### config.mk
export PLATFORM = sky130hd
export DESIGN_NAME = psm_ctrl
export DESIGN_NICKNAME = d
export VERILOG_FILES = /design/src/rtl/psm_pkg.sv /design/src/rtl/psm_ctrl.sv
export SDC_FILE = /design/constraint.sdc
export NUM_CORES = 1
export LEC_CHECK = 0
export BUFFER_PORTS_ARGS = -buffer_cell sky130_fd_sc_hd__buf_2
export CAP_MARGIN = 20
export CORE_UTILIZATION = 35
export DETAILED_ROUTE_END_ITERATION = 6
export MAX_ROUTING_LAYER = met4
export PLACE_DENSITY = 0.56
export SLEW_MARGIN = 30
export SYNTH_ARGS = -nofsm -noshare
export SYNTH_HDL_FRONTEND = slang
export SYNTH_SLANG_ARGS = --single-unit
### constraint.sdc
create_clock -name clk_in -period 3.77 [get_ports clk_in]
set_input_delay 0.754 -clock clk_in [delete_from_list [all_inputs] [get_ports clk_in]]
set_output_delay 0.754 -clock clk_in [all_outputs]
set_load 0.005 [all_outputs]
### src/rtl/psm_pkg.sv
// package for the power-saving mode controller
package psm_pkg;

  // ----------------------------------------------------------------
  // timing constants
  // ----------------------------------------------------------------
  localparam int unsigned PSM_CLK_MHZ = 100; // system clock rate
  localparam int unsigned PSM_WAKE_LOW_CYCLES = 1024; // least low time of wake pin, in clocks
  localparam logic [10:0] PSM_WAKE_CNT_MAX = 11'(PSM_WAKE_LOW_CYCLES); // saturating target
  localparam logic [10:0] PSM_WAKE_CNT_RST = 11'h000; // counter value after reset

  // ----------------------------------------------------------------
  // control register layout
  // ----------------------------------------------------------------
  localparam int unsigned PSM_IDLE_BIT = 0; // idle_request_bit position
  localparam int unsigned PSM_PDOWN_BIT = 1; // powerdown_request_bit position
  localparam logic [1:0] PSM_CTRL_RST = 2'h0; // control value after reset

  // mode states, one-hot
  typedef enum logic [2:0] {
    PSM_RUN = 3'h1,
    PSM_IDLE = 3'h2,
    PSM_PDOWN = 3'h4
  } psm_state_t;

  // core-side request write
  typedef struct packed {
    logic wr; // write strobe of the control register
    logic [1:0] data; // written request bits
  } psm_req_t;

  // gating outputs to core and clock generator
  typedef struct packed {
    logic cpu_halt; // program counter frozen
    logic clk_stop; // oscillator / system clock stopped
    logic periph_run; // peripherals and interrupt logic clocked
    logic edge_int_en; // edge-triggered external interrupts usable
  } psm_gate_t;

  // gating after reset: core running, clocks and peripherals on
  localparam psm_gate_t PSM_GATE_RST = '{cpu_halt: 1'b0, clk_stop: 1'b0, periph_run: 1'b1,
    edge_int_en: 1'b1};

endpackage : psm_pkg

### src/rtl/psm_ctrl.sv
// power-saving mode controller: idle and power-down entry and exit
//
// Functional notes
// - idle bit set: enter idle, halt PC
// - idle keeps clock, peripherals, interrupts running
// - idle leaves RAM and registers untouched
// - any interrupt or reset exits; clears idle
// - return resumes after idle-setting instruction
// - reset in low power acts as power-on
// - power-down bit set: enter, stop clock
// - power-down: level interrupts only, edges off
// - SRAM retained through power-down
// - exit by level interrupt or reset; clear bit
// - pin low restarts oscillator at once; 1024 low clocks needed to wake
// - pin high again: ISR first instruction runs
`timescale 1ns/1ps
module psm_ctrl (
  input wire logic clk_in, // system clock, 100 MHz
  input wire logic reset_in, // hardware reset, async active high
  input wire psm_pkg::psm_req_t req_in, // control register write from core
  input wire logic int_start_in, // core begins servicing an interrupt
  input wire logic ext_int_low_in, // external interrupt pin is low
  input wire logic ext_int_level_in, // pin configured level sensitive and enabled
  output logic [1:0] ctrl_out, // control register readback
  output psm_pkg::psm_gate_t gate_out, // gating to core and clock generator
  output logic wake_int_out // level interrupt request to core after wake
);
  import psm_pkg::*;

  // ----------------------------------------------------------------
  // state
  // ----------------------------------------------------------------
  psm_state_t state_reg, state_next; // current mode
  logic [1:0] ctrl_reg, ctrl_next; // request bits
  logic [10:0] wake_cnt_reg, wake_cnt_next; // low-time counter in power-down
  logic osc_on_reg, osc_on_next; // oscillator restarted flag
  psm_gate_t gate_reg, gate_next; // registered gating
  logic wake_reg, wake_next; // registered wake interrupt

  // whether the low-time requirement has been met
  function automatic logic wake_done(input logic [10:0] cnt);
    wake_done = (cnt >= PSM_WAKE_CNT_MAX);
  endfunction : wake_done

  // ----------------------------------------------------------------
  // next-state logic
  // ----------------------------------------------------------------
  always_comb begin
    state_next = state_reg;
    ctrl_next = ctrl_reg;
    wake_cnt_next = wake_cnt_reg;
    osc_on_next = osc_on_reg;
    wake_next = 1'b0;
    // software write of the request bits
    if (req_in.wr) begin
      ctrl_next = req_in.data;
    end
    unique case (state_reg)
      PSM_RUN: begin
        // power-down takes priority when both are set
        if (req_in.wr && req_in.data[PSM_PDOWN_BIT]) begin
          state_next = PSM_PDOWN;
          wake_cnt_next = PSM_WAKE_CNT_RST;
          osc_on_next = 1'b0;
        end else if (req_in.wr && req_in.data[PSM_IDLE_BIT]) begin
          state_next = PSM_IDLE;
        end
      end
      PSM_IDLE: begin
        // any serviced interrupt ends idle; core resumes after it
        if (int_start_in) begin
          ctrl_next[PSM_IDLE_BIT] = 1'b0;
          state_next = PSM_RUN;
        end
      end
      PSM_PDOWN: begin
        // only an enabled level interrupt counts; edges ignored
        if (ext_int_low_in && ext_int_level_in) begin
          osc_on_next = 1'b1;
          if (!wake_done(wake_cnt_reg)) begin
            wake_cnt_next = wake_cnt_reg + 11'h001;
          end
        end else if (!ext_int_low_in && wake_done(wake_cnt_reg)) begin
          wake_next = 1'b1;
        end else if (!ext_int_low_in) begin
          // released too early: back to sleep
          wake_cnt_next = PSM_WAKE_CNT_RST;
          osc_on_next = 1'b0;
        end
        if (int_start_in && wake_reg) begin
          ctrl_next[PSM_PDOWN_BIT] = 1'b0;
          wake_next = 1'b0; // request consumed; released pin must not raise it again
          state_next = PSM_RUN;
          osc_on_next = 1'b0;
          wake_cnt_next = PSM_WAKE_CNT_RST;
        end else if (wake_reg) begin
          wake_next = 1'b1; // hold request until core takes it
        end
      end
      default: begin
        state_next = PSM_RUN;
      end
    endcase
  end

  // gating derived from next mode; RAM/registers never written here
  always_comb begin
    gate_next.cpu_halt = (state_next != PSM_RUN);
    gate_next.clk_stop = (state_next == PSM_PDOWN) && !osc_on_next;
    gate_next.periph_run = (state_next != PSM_PDOWN);
    gate_next.edge_int_en = (state_next != PSM_PDOWN);
  end

  // ----------------------------------------------------------------
  // registers; reset restarts like power-on
  // ----------------------------------------------------------------
  always_ff @(posedge clk_in or posedge reset_in) begin
    if (reset_in) begin
      state_reg <= PSM_RUN;
      ctrl_reg <= PSM_CTRL_RST;
      wake_cnt_reg <= PSM_WAKE_CNT_RST;
      osc_on_reg <= 1'b0;
      gate_reg <= PSM_GATE_RST;
      wake_reg <= 1'b0;
    end else begin
      state_reg <= state_next;
      ctrl_reg <= ctrl_next;
      wake_cnt_reg <= wake_cnt_next;
      osc_on_reg <= osc_on_next;
      gate_reg <= gate_next;
      wake_reg <= wake_next;
    end
  end

  // outputs straight from flip-flops
  assign ctrl_out = ctrl_reg;
  assign gate_out = gate_reg;
  assign wake_int_out = wake_reg;
endmodule : psm_ctrl

==> results of run 1 <==
worst paths after layout:
| kind | startpoint | to | slack (ps) |
|---|---|---|---|
| worst min-delay path | osc_on_reg$_DFF_PP0_ | gate_out[2]$_DFF_PP0_ | 460 |
| worst max-delay path | state_reg[0]$_DFF_PP1_ | wake_cnt_reg[7]$_DFFE_PP0P_ | 1830 |
| max in group asynchronous | reset_in | wake_cnt_reg[0]$_DFFE_PP0P_ | 2700 |
| worst min register to register | osc_on_reg$_DFF_PP0_ | gate_out[2]$_DFF_PP0_ | 460 |
| min in group asynchronous | reset_in | ctrl_out[0]$_DFF_PP0_ | 550 |
| worst max register to register | state_reg[0]$_DFF_PP1_ | wake_cnt_reg[7]$_DFFE_PP0P_ | 1830 |
where the power goes:
part | switching [mW] | total, mW | internal [mW] | leakage (nW)
combinational | 0.0642 | 0.117 | 0.0532 | 0.237
sequential | 0.0281 | 0.282 | 0.254 | 0.279
clock | 0.0722 | 0.112 | 0.0397 | 0.0177
metrics by stage:
stage	power [mW]	utilization (%)	cell area (um2)	cells	hold WS [ps]
finish	0.5111	40.69	1252	172	459.3
global route	0.5423	40.69	1252	172	496.0
CTS	0.5167	40.69	1252	172	463.4
detailed placement	0.4041	39.80	1225	168	441.9
global placement	0.4026	39.80	1225	168	442.5
floorplan	0.3732	-	1136	115	425.7
metal layers:
layer | routed length [um] | global-route usage (%)
met2 | 979 | 21.27
met5 | 0 | -
met1 | 1164 | 21.84
met4 | 13 | 3.741
met3 | 74 | 4.803
layout make-up:
| class | instances | share of cell area (%) |
|---|---|---|
| clock buffers | 3 | 1.798 |
| flip-flops and latches | 21 | 42.16 |
| multi-input cells | 79 | 42.36 |
| inverters | 9 | 2.697 |
| repair buffers | 15 | 6.194 |
| well taps | 44 | 4.396 |
| clock inverters | 1 | 0.3996 |
placed cells by master, fill, tap and decap left out:
| master | Yosys | final |
|---|---|---|
| and4_1 | 1 | 1 |
| a2111o_1 | 1 | 1 |
| o32a_1 | 1 | 1 |
| mux2_2 | 1 | 1 |
| ha_1 | 1 | 1 |
| or3b_1 | 1 | 1 |
| a21o_1 | 2 | 2 |
| buf_4 | 1 | 1 |
| dfrtp_1 | 19 | 19 |
| nor3_1 | 2 | 2 |
| nand4b_4 | 1 | 1 |
| inv_1 | 9 | 9 |
| nand2b_1 | 2 | 2 |
| nand3b_1 | 1 | 1 |
| or4_1 | 8 | 8 |
| nand4_1 | 1 | 1 |
| nor2_1 | 7 | 7 |
| o21ai_0 | 2 | 2 |
| or3_1 | 1 | 1 |
| o31a_1 | 1 | 1 |
| o31ai_1 | 8 | 8 |
| or2_2 | 2 | 2 |
| a31oi_1 | 2 | 2 |
| mux2i_1 | 2 | 2 |
| xnor2_1 | 1 | 1 |
| nor3b_1 | 1 | 1 |
| nand2_1 | 5 | 5 |
| clkinv_2 | 0 | 1 |
| and2b_1 | 1 | 1 |
| a41oi_1 | 1 | 1 |
| clkbuf_4 | 0 | 3 |
| a211oi_1 | 3 | 3 |
| a21oi_1 | 11 | 11 |
| and2_1 | 3 | 3 |
| o32ai_1 | 1 | 1 |
| buf_2 | 2 | 14 |
| dfstp_2 | 2 | 2 |
| nand3_1 | 4 | 4 |
cells by family (layout without fill, tap and decap cells):
logic type / count (synthesis) / in the layout / synth area share, %
AOI/OAI and AO/OA: 33 / 33 / 19.60
xor gates and xnor gates: 1 / 1 / 0.7711
DFF: 21 / 21 / 46.48
and+or+nand+nor: 41 / 41 / 22.47
buffers and inverters: 15 / 28 / 6.828
adders and majority gates: 1 / 1 / 1.101
muxes: 3 / 3 / 2.753
==> results.md, run 1 <==
- Final hold vios: 0
- CP endpoint kind: flop
- Residual DRC: 0
- Clk root buf: clkbuf_4
- Slew headroom: 47.55%
- CP Class: flop to flop
- Drt pass-1 iters: 4
- Synth area leaders: dfrtp_1 (42%), o31ai_1 (5.3%), or4_1 (5.3%)
- Post-CTS setup buffer count: 0
- Starting DRT DRC Count: 27
- CP delay by family, top: flip-flops
- Max incr delay on CP: 650 ps
- GP Congestion: 0.7965
- Clk sink count: 21
- WL final: 2232 um
- Register area: 528.0 um2
- Die width: 58.98 um
- CP arrival: 2190 ps
- # port buffers: 14
- Clock Pin Slew Worst Setup and Hold Paths: 140 ps
- Hold path cells: 1
- Total negative slack: 0 ps
- Syn Area/Cell: 9.879 um2
- Synth Flop Type: dfrtp_1
- CP Depth: 4
- Initial Util: 36.91%
- Post-synth EDFFs: 0
- Fmax: 516.3 MHz
- Placeable Area: 3078 um2
- Nets@finish: 138
- Syn Inst Count: 115
- Clk buf depth: 2
- Yosys warning count: 0
- Critical Path Slowest Stage Cell: dfstp_2
- CTS tree: built
- Global-route wire length before repair: 3939 um
- Resized Gates After CTS: 0
- Full die area: 3478 um2
- Fin. max-slew vios: 0
- FF+latch count, synth: 21
- Worst Hold Class: flop to flop
- # hold bufs at CTS: 0
- Sequential fraction of the synthesis area: 46.48%
- Largest net degree at the start of global routing: 22
- Skew final: 26.35 ps
- Wire per inst: 12.98 um
- Synth top cells by count: dfrtp_1 (19), a21oi_1 (11), inv_1 (9)
- Area share of the largest cell type after synthesis: 41.85%
- CTS H-tree lvls: 1
- Global-route usage over all layers: 15.38%
- Required @ worst endpoint: 4030 ps
- Asr flop ratio synth: 100.0%
- Minimum setup slack after placement: 1558 ps
- Area leader, netlist: dfrtp_1
- Netlist cell types: 38
- Minimum clock period: 1937 ps
- Power Dens Cells: 408.1 nW/um2
- Crit share post-route: 51.38%
- Critical path buffers and inverters: 0
- Antenna cells: 0
- Area of the multi-input gates: 530.5 um2
- RSZ-0062 raised after global routing: false
- Max-cap viol count: 0
- Routed Antenna Nets: 0
- Final setup violation count: 0
- Cell with the most instances after synthesis: dfrtp_1
- DIE HEIGHT: 58.98 um
- Status: completed
- P&R area growth vs syn: 10.24%
- Max reg flops: 11
- Peak VDD IR: 265.2 uV
- LEAKAGE: 0.5334 nW
- Rows: 20
- Total congestion overflow: 0
- TritonCTS Buffers: 3
- Vias per Instance: 5.198
- Vias in the first global route: 875
- Top-level port count: 15
- Reg2Reg Depth: 4
- Initial antenna violation count: 0
- Critical-path cell list: nand4b_4, a2111o_1, or4_1, a21oi_1
- Skew-Pair Late Insertion Delay: 320 ps
- Crit-path max FO: 8
- Via count: 894
- Final worst slack: 1833 ps
- Share of layout cells above drive strength 1: 19.53%
- Worst Max-Slew Pin Slew: 785.9 ps
- Syn Nets: 124
- Post-DP HPWL: 1607 um
- CP Launch Type: flop
- Mapped Area: 1136 um2
- Filler cells: 308
Power figures use the tool's default switching activity.
==> run 2: changes to the inputs <==
Settings changed: ABC_AREA set to 1, PLACE_DENSITY 0.56 to 0.58.
Clock period 3.77 ns to 1.75 ns, I/O delays scaled along.
==> results.md, run 2 <==
- Status: completed
- Mapped Area: 1192 um2
- Worst Max-Slew Pin Slew: 464.9 ps
- Via count: 1,006
- CTS tree: built
- Synth area leaders: dfrtp_1 (40%), nand2_1 (14%), inv_1 (8.5%)
- Total negative slack: 0 ps
- Vias per Instance: 4.552
- Busiest grt layer: met2
- Residual DRC: 0
- Routed Antenna Nets: 0
- Antenna cells: 0
- P&R area growth vs syn: 11.96%
- Global-route usage over all layers: 15.18%
- Clk root buf: clkbuf_4
- Required @ worst endpoint: 1970 ps
- Clock Pin Slew Worst Setup and Hold Paths: 130 ps
- GRT met2 Usage: 22.14%
- CP endpoint kind: flop
- Clk buf depth: 2
- Synth top cells by count: nand2_1 (44), inv_1 (27), dfrtp_1 (19)
- Worst Hold Class: primary input to asynchronous set/reset pin
- Sequential fraction of the synthesis area: 44.28%
- Largest net degree at the start of global routing: 20
- # port buffers: 14
- Top-level port count: 15
- Final setup violation count: 0
- Rows: 20
- Nets@finish: 187
- Area leader, netlist: dfrtp_1
- Wire per inst: 10.80 um
- Post-DP HPWL: 1879 um
- Post-route insts no fill: 221
- Slew headroom: 68.97%
- Starting DRT DRC Count: 37
- CP arrival: 1790 ps
- Fin. max-slew vios: 0
- Dpl cells: 217
- Hold slack final: 16.48 ps
- Total congestion overflow: 0
- Post-Place Cell Area: 1303 um2
- Full die area: 3645 um2
- Area share of the largest cell type after synthesis: 39.87%
- Clk sink count: 21
- Share of layout cells above drive strength 1: 20.34%
- Peak VDD IR: 447.7 uV
- Cell mode on critical path: nand2_2
- RSZ-0062 raised after global routing: false
- FF+latch count, synth: 21
- Syn Inst Count: 160
- DIE HEIGHT: 60.37 um
- Drt pass-1 iters: 4
- Cell with the most instances after synthesis: nand2_1
- Max reg flops: 11
- Area of the multi-input gates: 531.8 um2
- Max incr delay on CP: 590 ps
- Final core utilization: 42.34%
- GR Util met1: 20.54%
- Minimum clock period: 1566 ps
- Minimum setup slack after placement: 105.0 ps
- Non-Filler Cell Area, Final: 1335 um2
- Fmax: 638.4 MHz
- Skew-Pair Late Insertion Delay: 310 ps
- Met3 Resource Use GR: 4.478%
- Initial Util: 37.82%
- CTS H-tree lvls: 1
- Skew final: 5.045 ps
- Max-cap viol count: 0
- Netlist cell types: 23
- Crit-path max FO: 19
- Most frequent cells in the layout: nand2_1 (43), inv_1 (27), dfrtp_1 (19), nand3_1 (15), nor2_1 (15)
- Yosys warning count: 0
- Crit share post-route: 89.51%
- GP Congestion: 0.8316
- Syn Area/Cell: 7.452 um2
- Critical Path Slowest Stage Cell: dfstp_2
- Syn Nets: 169
- Vias in the first global route: 902
- CP Launch Type: flop
- LEAKAGE: 0.7059 nW
- Die width: 60.37 um
- Register area: 528.0 um2
- WL final: 2387 um
- Filler cells: 336
- Total Power: 1.428 mW
- CP Class: flop to flop
- Final hold vios: 0
- Critical-path cell list: nand3_1, nand2_2, nand2_2, nor2_8, nand2_2, nand2_1, a21oi_1
- TritonCTS Buffers: 3
- Global-route wire length before repair: 3919 um
- Post-synth EDFFs: 0
- # hold bufs at CTS: 0
- Synth Flop Type: dfrtp_1
- Final worst slack: 183.5 ps
- Power Dens Cells: 1069 nW/um2
- Initial antenna violation count: 0
- Asr flop ratio synth: 100.0%
- Placeable Area: 3153 um2
- Most common cell after layout, fill and taps aside: nand2_1
## run 2: cell count changes after synthesis, sizes merged, moves of 5 or more
| cell | previous run | this run |
|---|---|---|
| inv | 9 | 30 |
| or4 | 8 | 0 |
| nand3 | 4 | 19 |
| o21ai | 2 | 7 |
| o31ai | 8 | 0 |
| nor2 | 7 | 18 |
| nand2 | 5 | 46 |
## run 2: layout make-up
cell class	instances	share of cell area [%]
inverter	30	8.435
clock buffer	3	1.687
tap	44	4.124
multi-input combinational	107	39.83
clock inverter	1	0.5623
timing repair buffer	15	5.811
sequential	21	39.55
## run 2: path summary, 6_finish.rpt
check / startpoint / to / slack [ps] / cells past startpoint
max reg2reg: state_reg[0]$_DFF_PP1_ / wake_cnt_reg[8]$_DFFE_PP0P_ / 180 / 7
min reg2reg: osc_on_reg$_DFF_PP0_ / osc_on_reg$_DFF_PP0_ / 550 / 2
min in group clk_in: int_start_in / ctrl_out[0]$_DFF_PP0_ / 260 / 2
max in group asynchronous: reset_in / wake_cnt_reg[7]$_DFFE_PP0P_ / 1230 / 3
min: reset_in / gate_out[3]$_DFF_PP0_ / 20 / 2
max: state_reg[0]$_DFF_PP1_ / wake_cnt_reg[8]$_DFFE_PP0P_ / 180 / 7
## run 2: worst max-delay path, delay by kind of cell, from the launching register on
kind | cells | cell delay, ps
AOI/OAI and AO/OA | 1 | 40
DFF | 1 | 590
and+or+nand+nor | 6 | 840
## run 2: cell families (layout without fill, tap and decap cells)
logic type,count (synthesis),count (layout),share of synthesized area (%)
xor gates and xnor gates,2,2,1.469
and+or+nand+nor,88,88,34.21
AOI/OAI and AO/OA,16,16,7.660
buffers and inverters,32,49,11.33
adders and majority gates,1,1,1.049
DFF,21,21,44.28
## run 2: power breakdown
group | switching, mW | internal, mW
combinational | 0.392 | 0.171
clock | 0.166 | 0.0872
sequential | 0.0451 | 0.566
## run 2: metal layers
layer / up-vias / share of wire (%)
li1: 532 / -
met4: 0 / 0.88
met3: 2 / 3.3
met5: - / 0
met2: 17 / 44
met1: 455 / 52
## run 2: repair_timing
action,4_1_cts,5_1_grt
endpoints found under the hold margin,0,0
buffers inserted,0,0
setup endpoints to repair,0,1
gates resized for setup,0,1
==> run 3: changes to the inputs <==
Settings changed: CORE_UTILIZATION 35 to 53, CTS_BUF_LIST set to sky130_fd_sc_hd__clkbuf_8, PLACE_DENSITY 0.58 to 0.8, RECOVER_POWER set to 25.
==> results.md, run 3 (same netlist as run 2, synthesis figures left out) <==
- Power Dens Cells: 1213 nW/um2
- Post-DP HPWL: 1804 um
- Total negative slack: 0 ps
- Drt pass-1 iters: 6
- CP Depth: 8
- Skew final: 6.324 ps
- Placeable Area: 2042 um2
- Top-level port count: 15
- Clock Pin Slew Worst Setup and Hold Paths: 80 ps
- Share of layout cells above drive strength 1: 21.74%
- Clk buf depth: 2
- Most common cell after layout, fill and taps aside: nand2_1
- Global-route usage over all layers: 24.03%
- Max incr delay on CP: 570 ps
- Worst Hold Class: primary input to asynchronous set/reset pin
- LEAKAGE: 0.7438 nW
- Most frequent cells in the layout: nand2_1 (44), inv_1 (27), dfrtp_1 (19), nand3_1 (15), nor2_1 (15)
- Critical Path Slowest Stage Cell: dfstp_2
- Status: completed
- Post-CTS setup buffer count: 0
- GR Util met1: 29.80%
- Global-route wire length before repair: 4312 um
- CP arrival: 1710 ps
- Hold slack final: 201.8 ps
- RSZ-0062 raised after global routing: false
- Rows: 16
- Final setup violation count: 0
- Area of the multi-input gates: 529.3 um2
- Non-Filler Cell Area, Final: 1373 um2
- Fmax: 643.0 MHz
- Antenna cells: 0
- CP delay by family, top: simple AND/OR/NAND/NOR gates
- TritonCTS Buffers: 3
- Final hold vios: 0
- Register area: 528.0 um2
- Vias in the first global route: 1,019
- DIE HEIGHT: 49.43 um
- Skew-Pair Late Insertion Delay: 260 ps
- WL final: 2567 um
- Worst reg-to-reg setup slack: 190 ps
- Total congestion overflow: 0
- Residual DRC: 0
- GP Congestion: 0.9464
- Critical-path cell list: nand3_1, nand2_2, nand2_2, nor2_8, buf_4, nand2_1, nand2_1, a21oi_2
- Slew headroom: 61.78%
- Max-cap viol count: 0
- Crit share post-route: 88.88%
- # hold bufs at CTS: 0
- Met3 Resource Use GR: 2.804%
- Full die area: 2443 um2
- Routed Antenna Nets: 0
- CP Class: flop to flop
- Largest net degree at the start of global routing: 20
- Die width: 49.43 um
- Vias per Instance: 5.166
- Fin. max-slew vios: 0
- Initial Util: 58.39%
- Required @ worst endpoint: 1900 ps
- Post-Place Cell Area: 1289 um2
- Wire per inst: 12.17 um
- Via count: 1,090
- Clk root buf: clkbuf_8
- CTS H-tree lvls: 1
- CP Launch Type: flop
- Reg2Reg Depth: 8
- Crit-path max FO: 9
- Busiest grt layer: met2
- Initial antenna violation count: 0
- Clk sink count: 21
- Starting DRT DRC Count: 51
- Resized Gates After CTS: 0
- Minimum clock period: 1555 ps
- CP endpoint kind: flop
- # port buffers: 14
- GRT met2 Usage: 41.10%
- CTS tree: built
- Critical path buffers and inverters: 1
- P&R area growth vs syn: 15.11%
- Nets@finish: 194
- Max reg flops: 11
- Filler cells: 162
- Peak VDD IR: 877.4 uV
- Worst Max-Slew Pin Slew: 573.3 ps
[run 3: cell type report]
cell class | instances | share of cell area (%)
Tap cell | 27 | 2.461
Timing Repair Buffer | 22 | 8.933
Multi-Input combinational cell | 107 | 38.56
Clock buffer | 3 | 3.008
Sequential cell | 21 | 38.47
Clock inverter | 1 | 0.3646
Inverter | 30 | 8.204
[run 3: layer usage]
layer | wire length, um | vias to the layer above | share of wire (%)
met4 | 50 | 0 | 1.9
met1 | 1123 | 492 | 44
met5 | 0 | - | 0
met2 | 1244 | 45 | 48
li1 | - | 546 | -
met3 | 149 | 7 | 5.8
[run 3: worst paths after layout]
| check | from | end |
|---|---|---|
| worst min register to register | wake_cnt_reg[8]$_DFFE_PP0P_ | wake_cnt_reg[8]$_DFFE_PP0P_ |
| max in group asynchronous | reset_in | wake_cnt_reg[2]$_DFFE_PP0P_ |
| worst max-delay path | state_reg[0]$_DFF_PP1_ | wake_cnt_reg[7]$_DFFE_PP0P_ |
| min in group clk_in | int_start_in | ctrl_out[0]$_DFF_PP0_ |
| worst max register to register | state_reg[0]$_DFF_PP1_ | wake_cnt_reg[7]$_DFFE_PP0P_ |
| worst min-delay path | reset_in | ctrl_out[1]$_DFF_PP0_ |
[run 3: worst reg2reg max path, delay by kind of cell (launching register included)]
family	cells	cell delay [ps]
compound gates	1	40
simple gates	6	650
buf+inv	1	180
flops	1	570
[run 3: where the power goes]
part	switching [mW]	total (mW)	internal, mW
combinational	0.437	0.735	0.298
sequential	0.0445	0.611	0.566
clock	0.160	0.319	0.159
total	0.642	1.66	1.02
[run 3: stage by stage]
stage	setup slack, ps	power, mW	instances	utilization (%)
2_1_floorplan	394.4	1.092	160	-
3_3_place_gp	239.1	1.157	201	63.11
3_5_place_dp	167.0	1.174	201	63.11
4_1_cts	117.8	1.497	205	65.38
5_1_grt	78.12	1.774	211	67.22
6_report	194.7	1.665	211	67.22
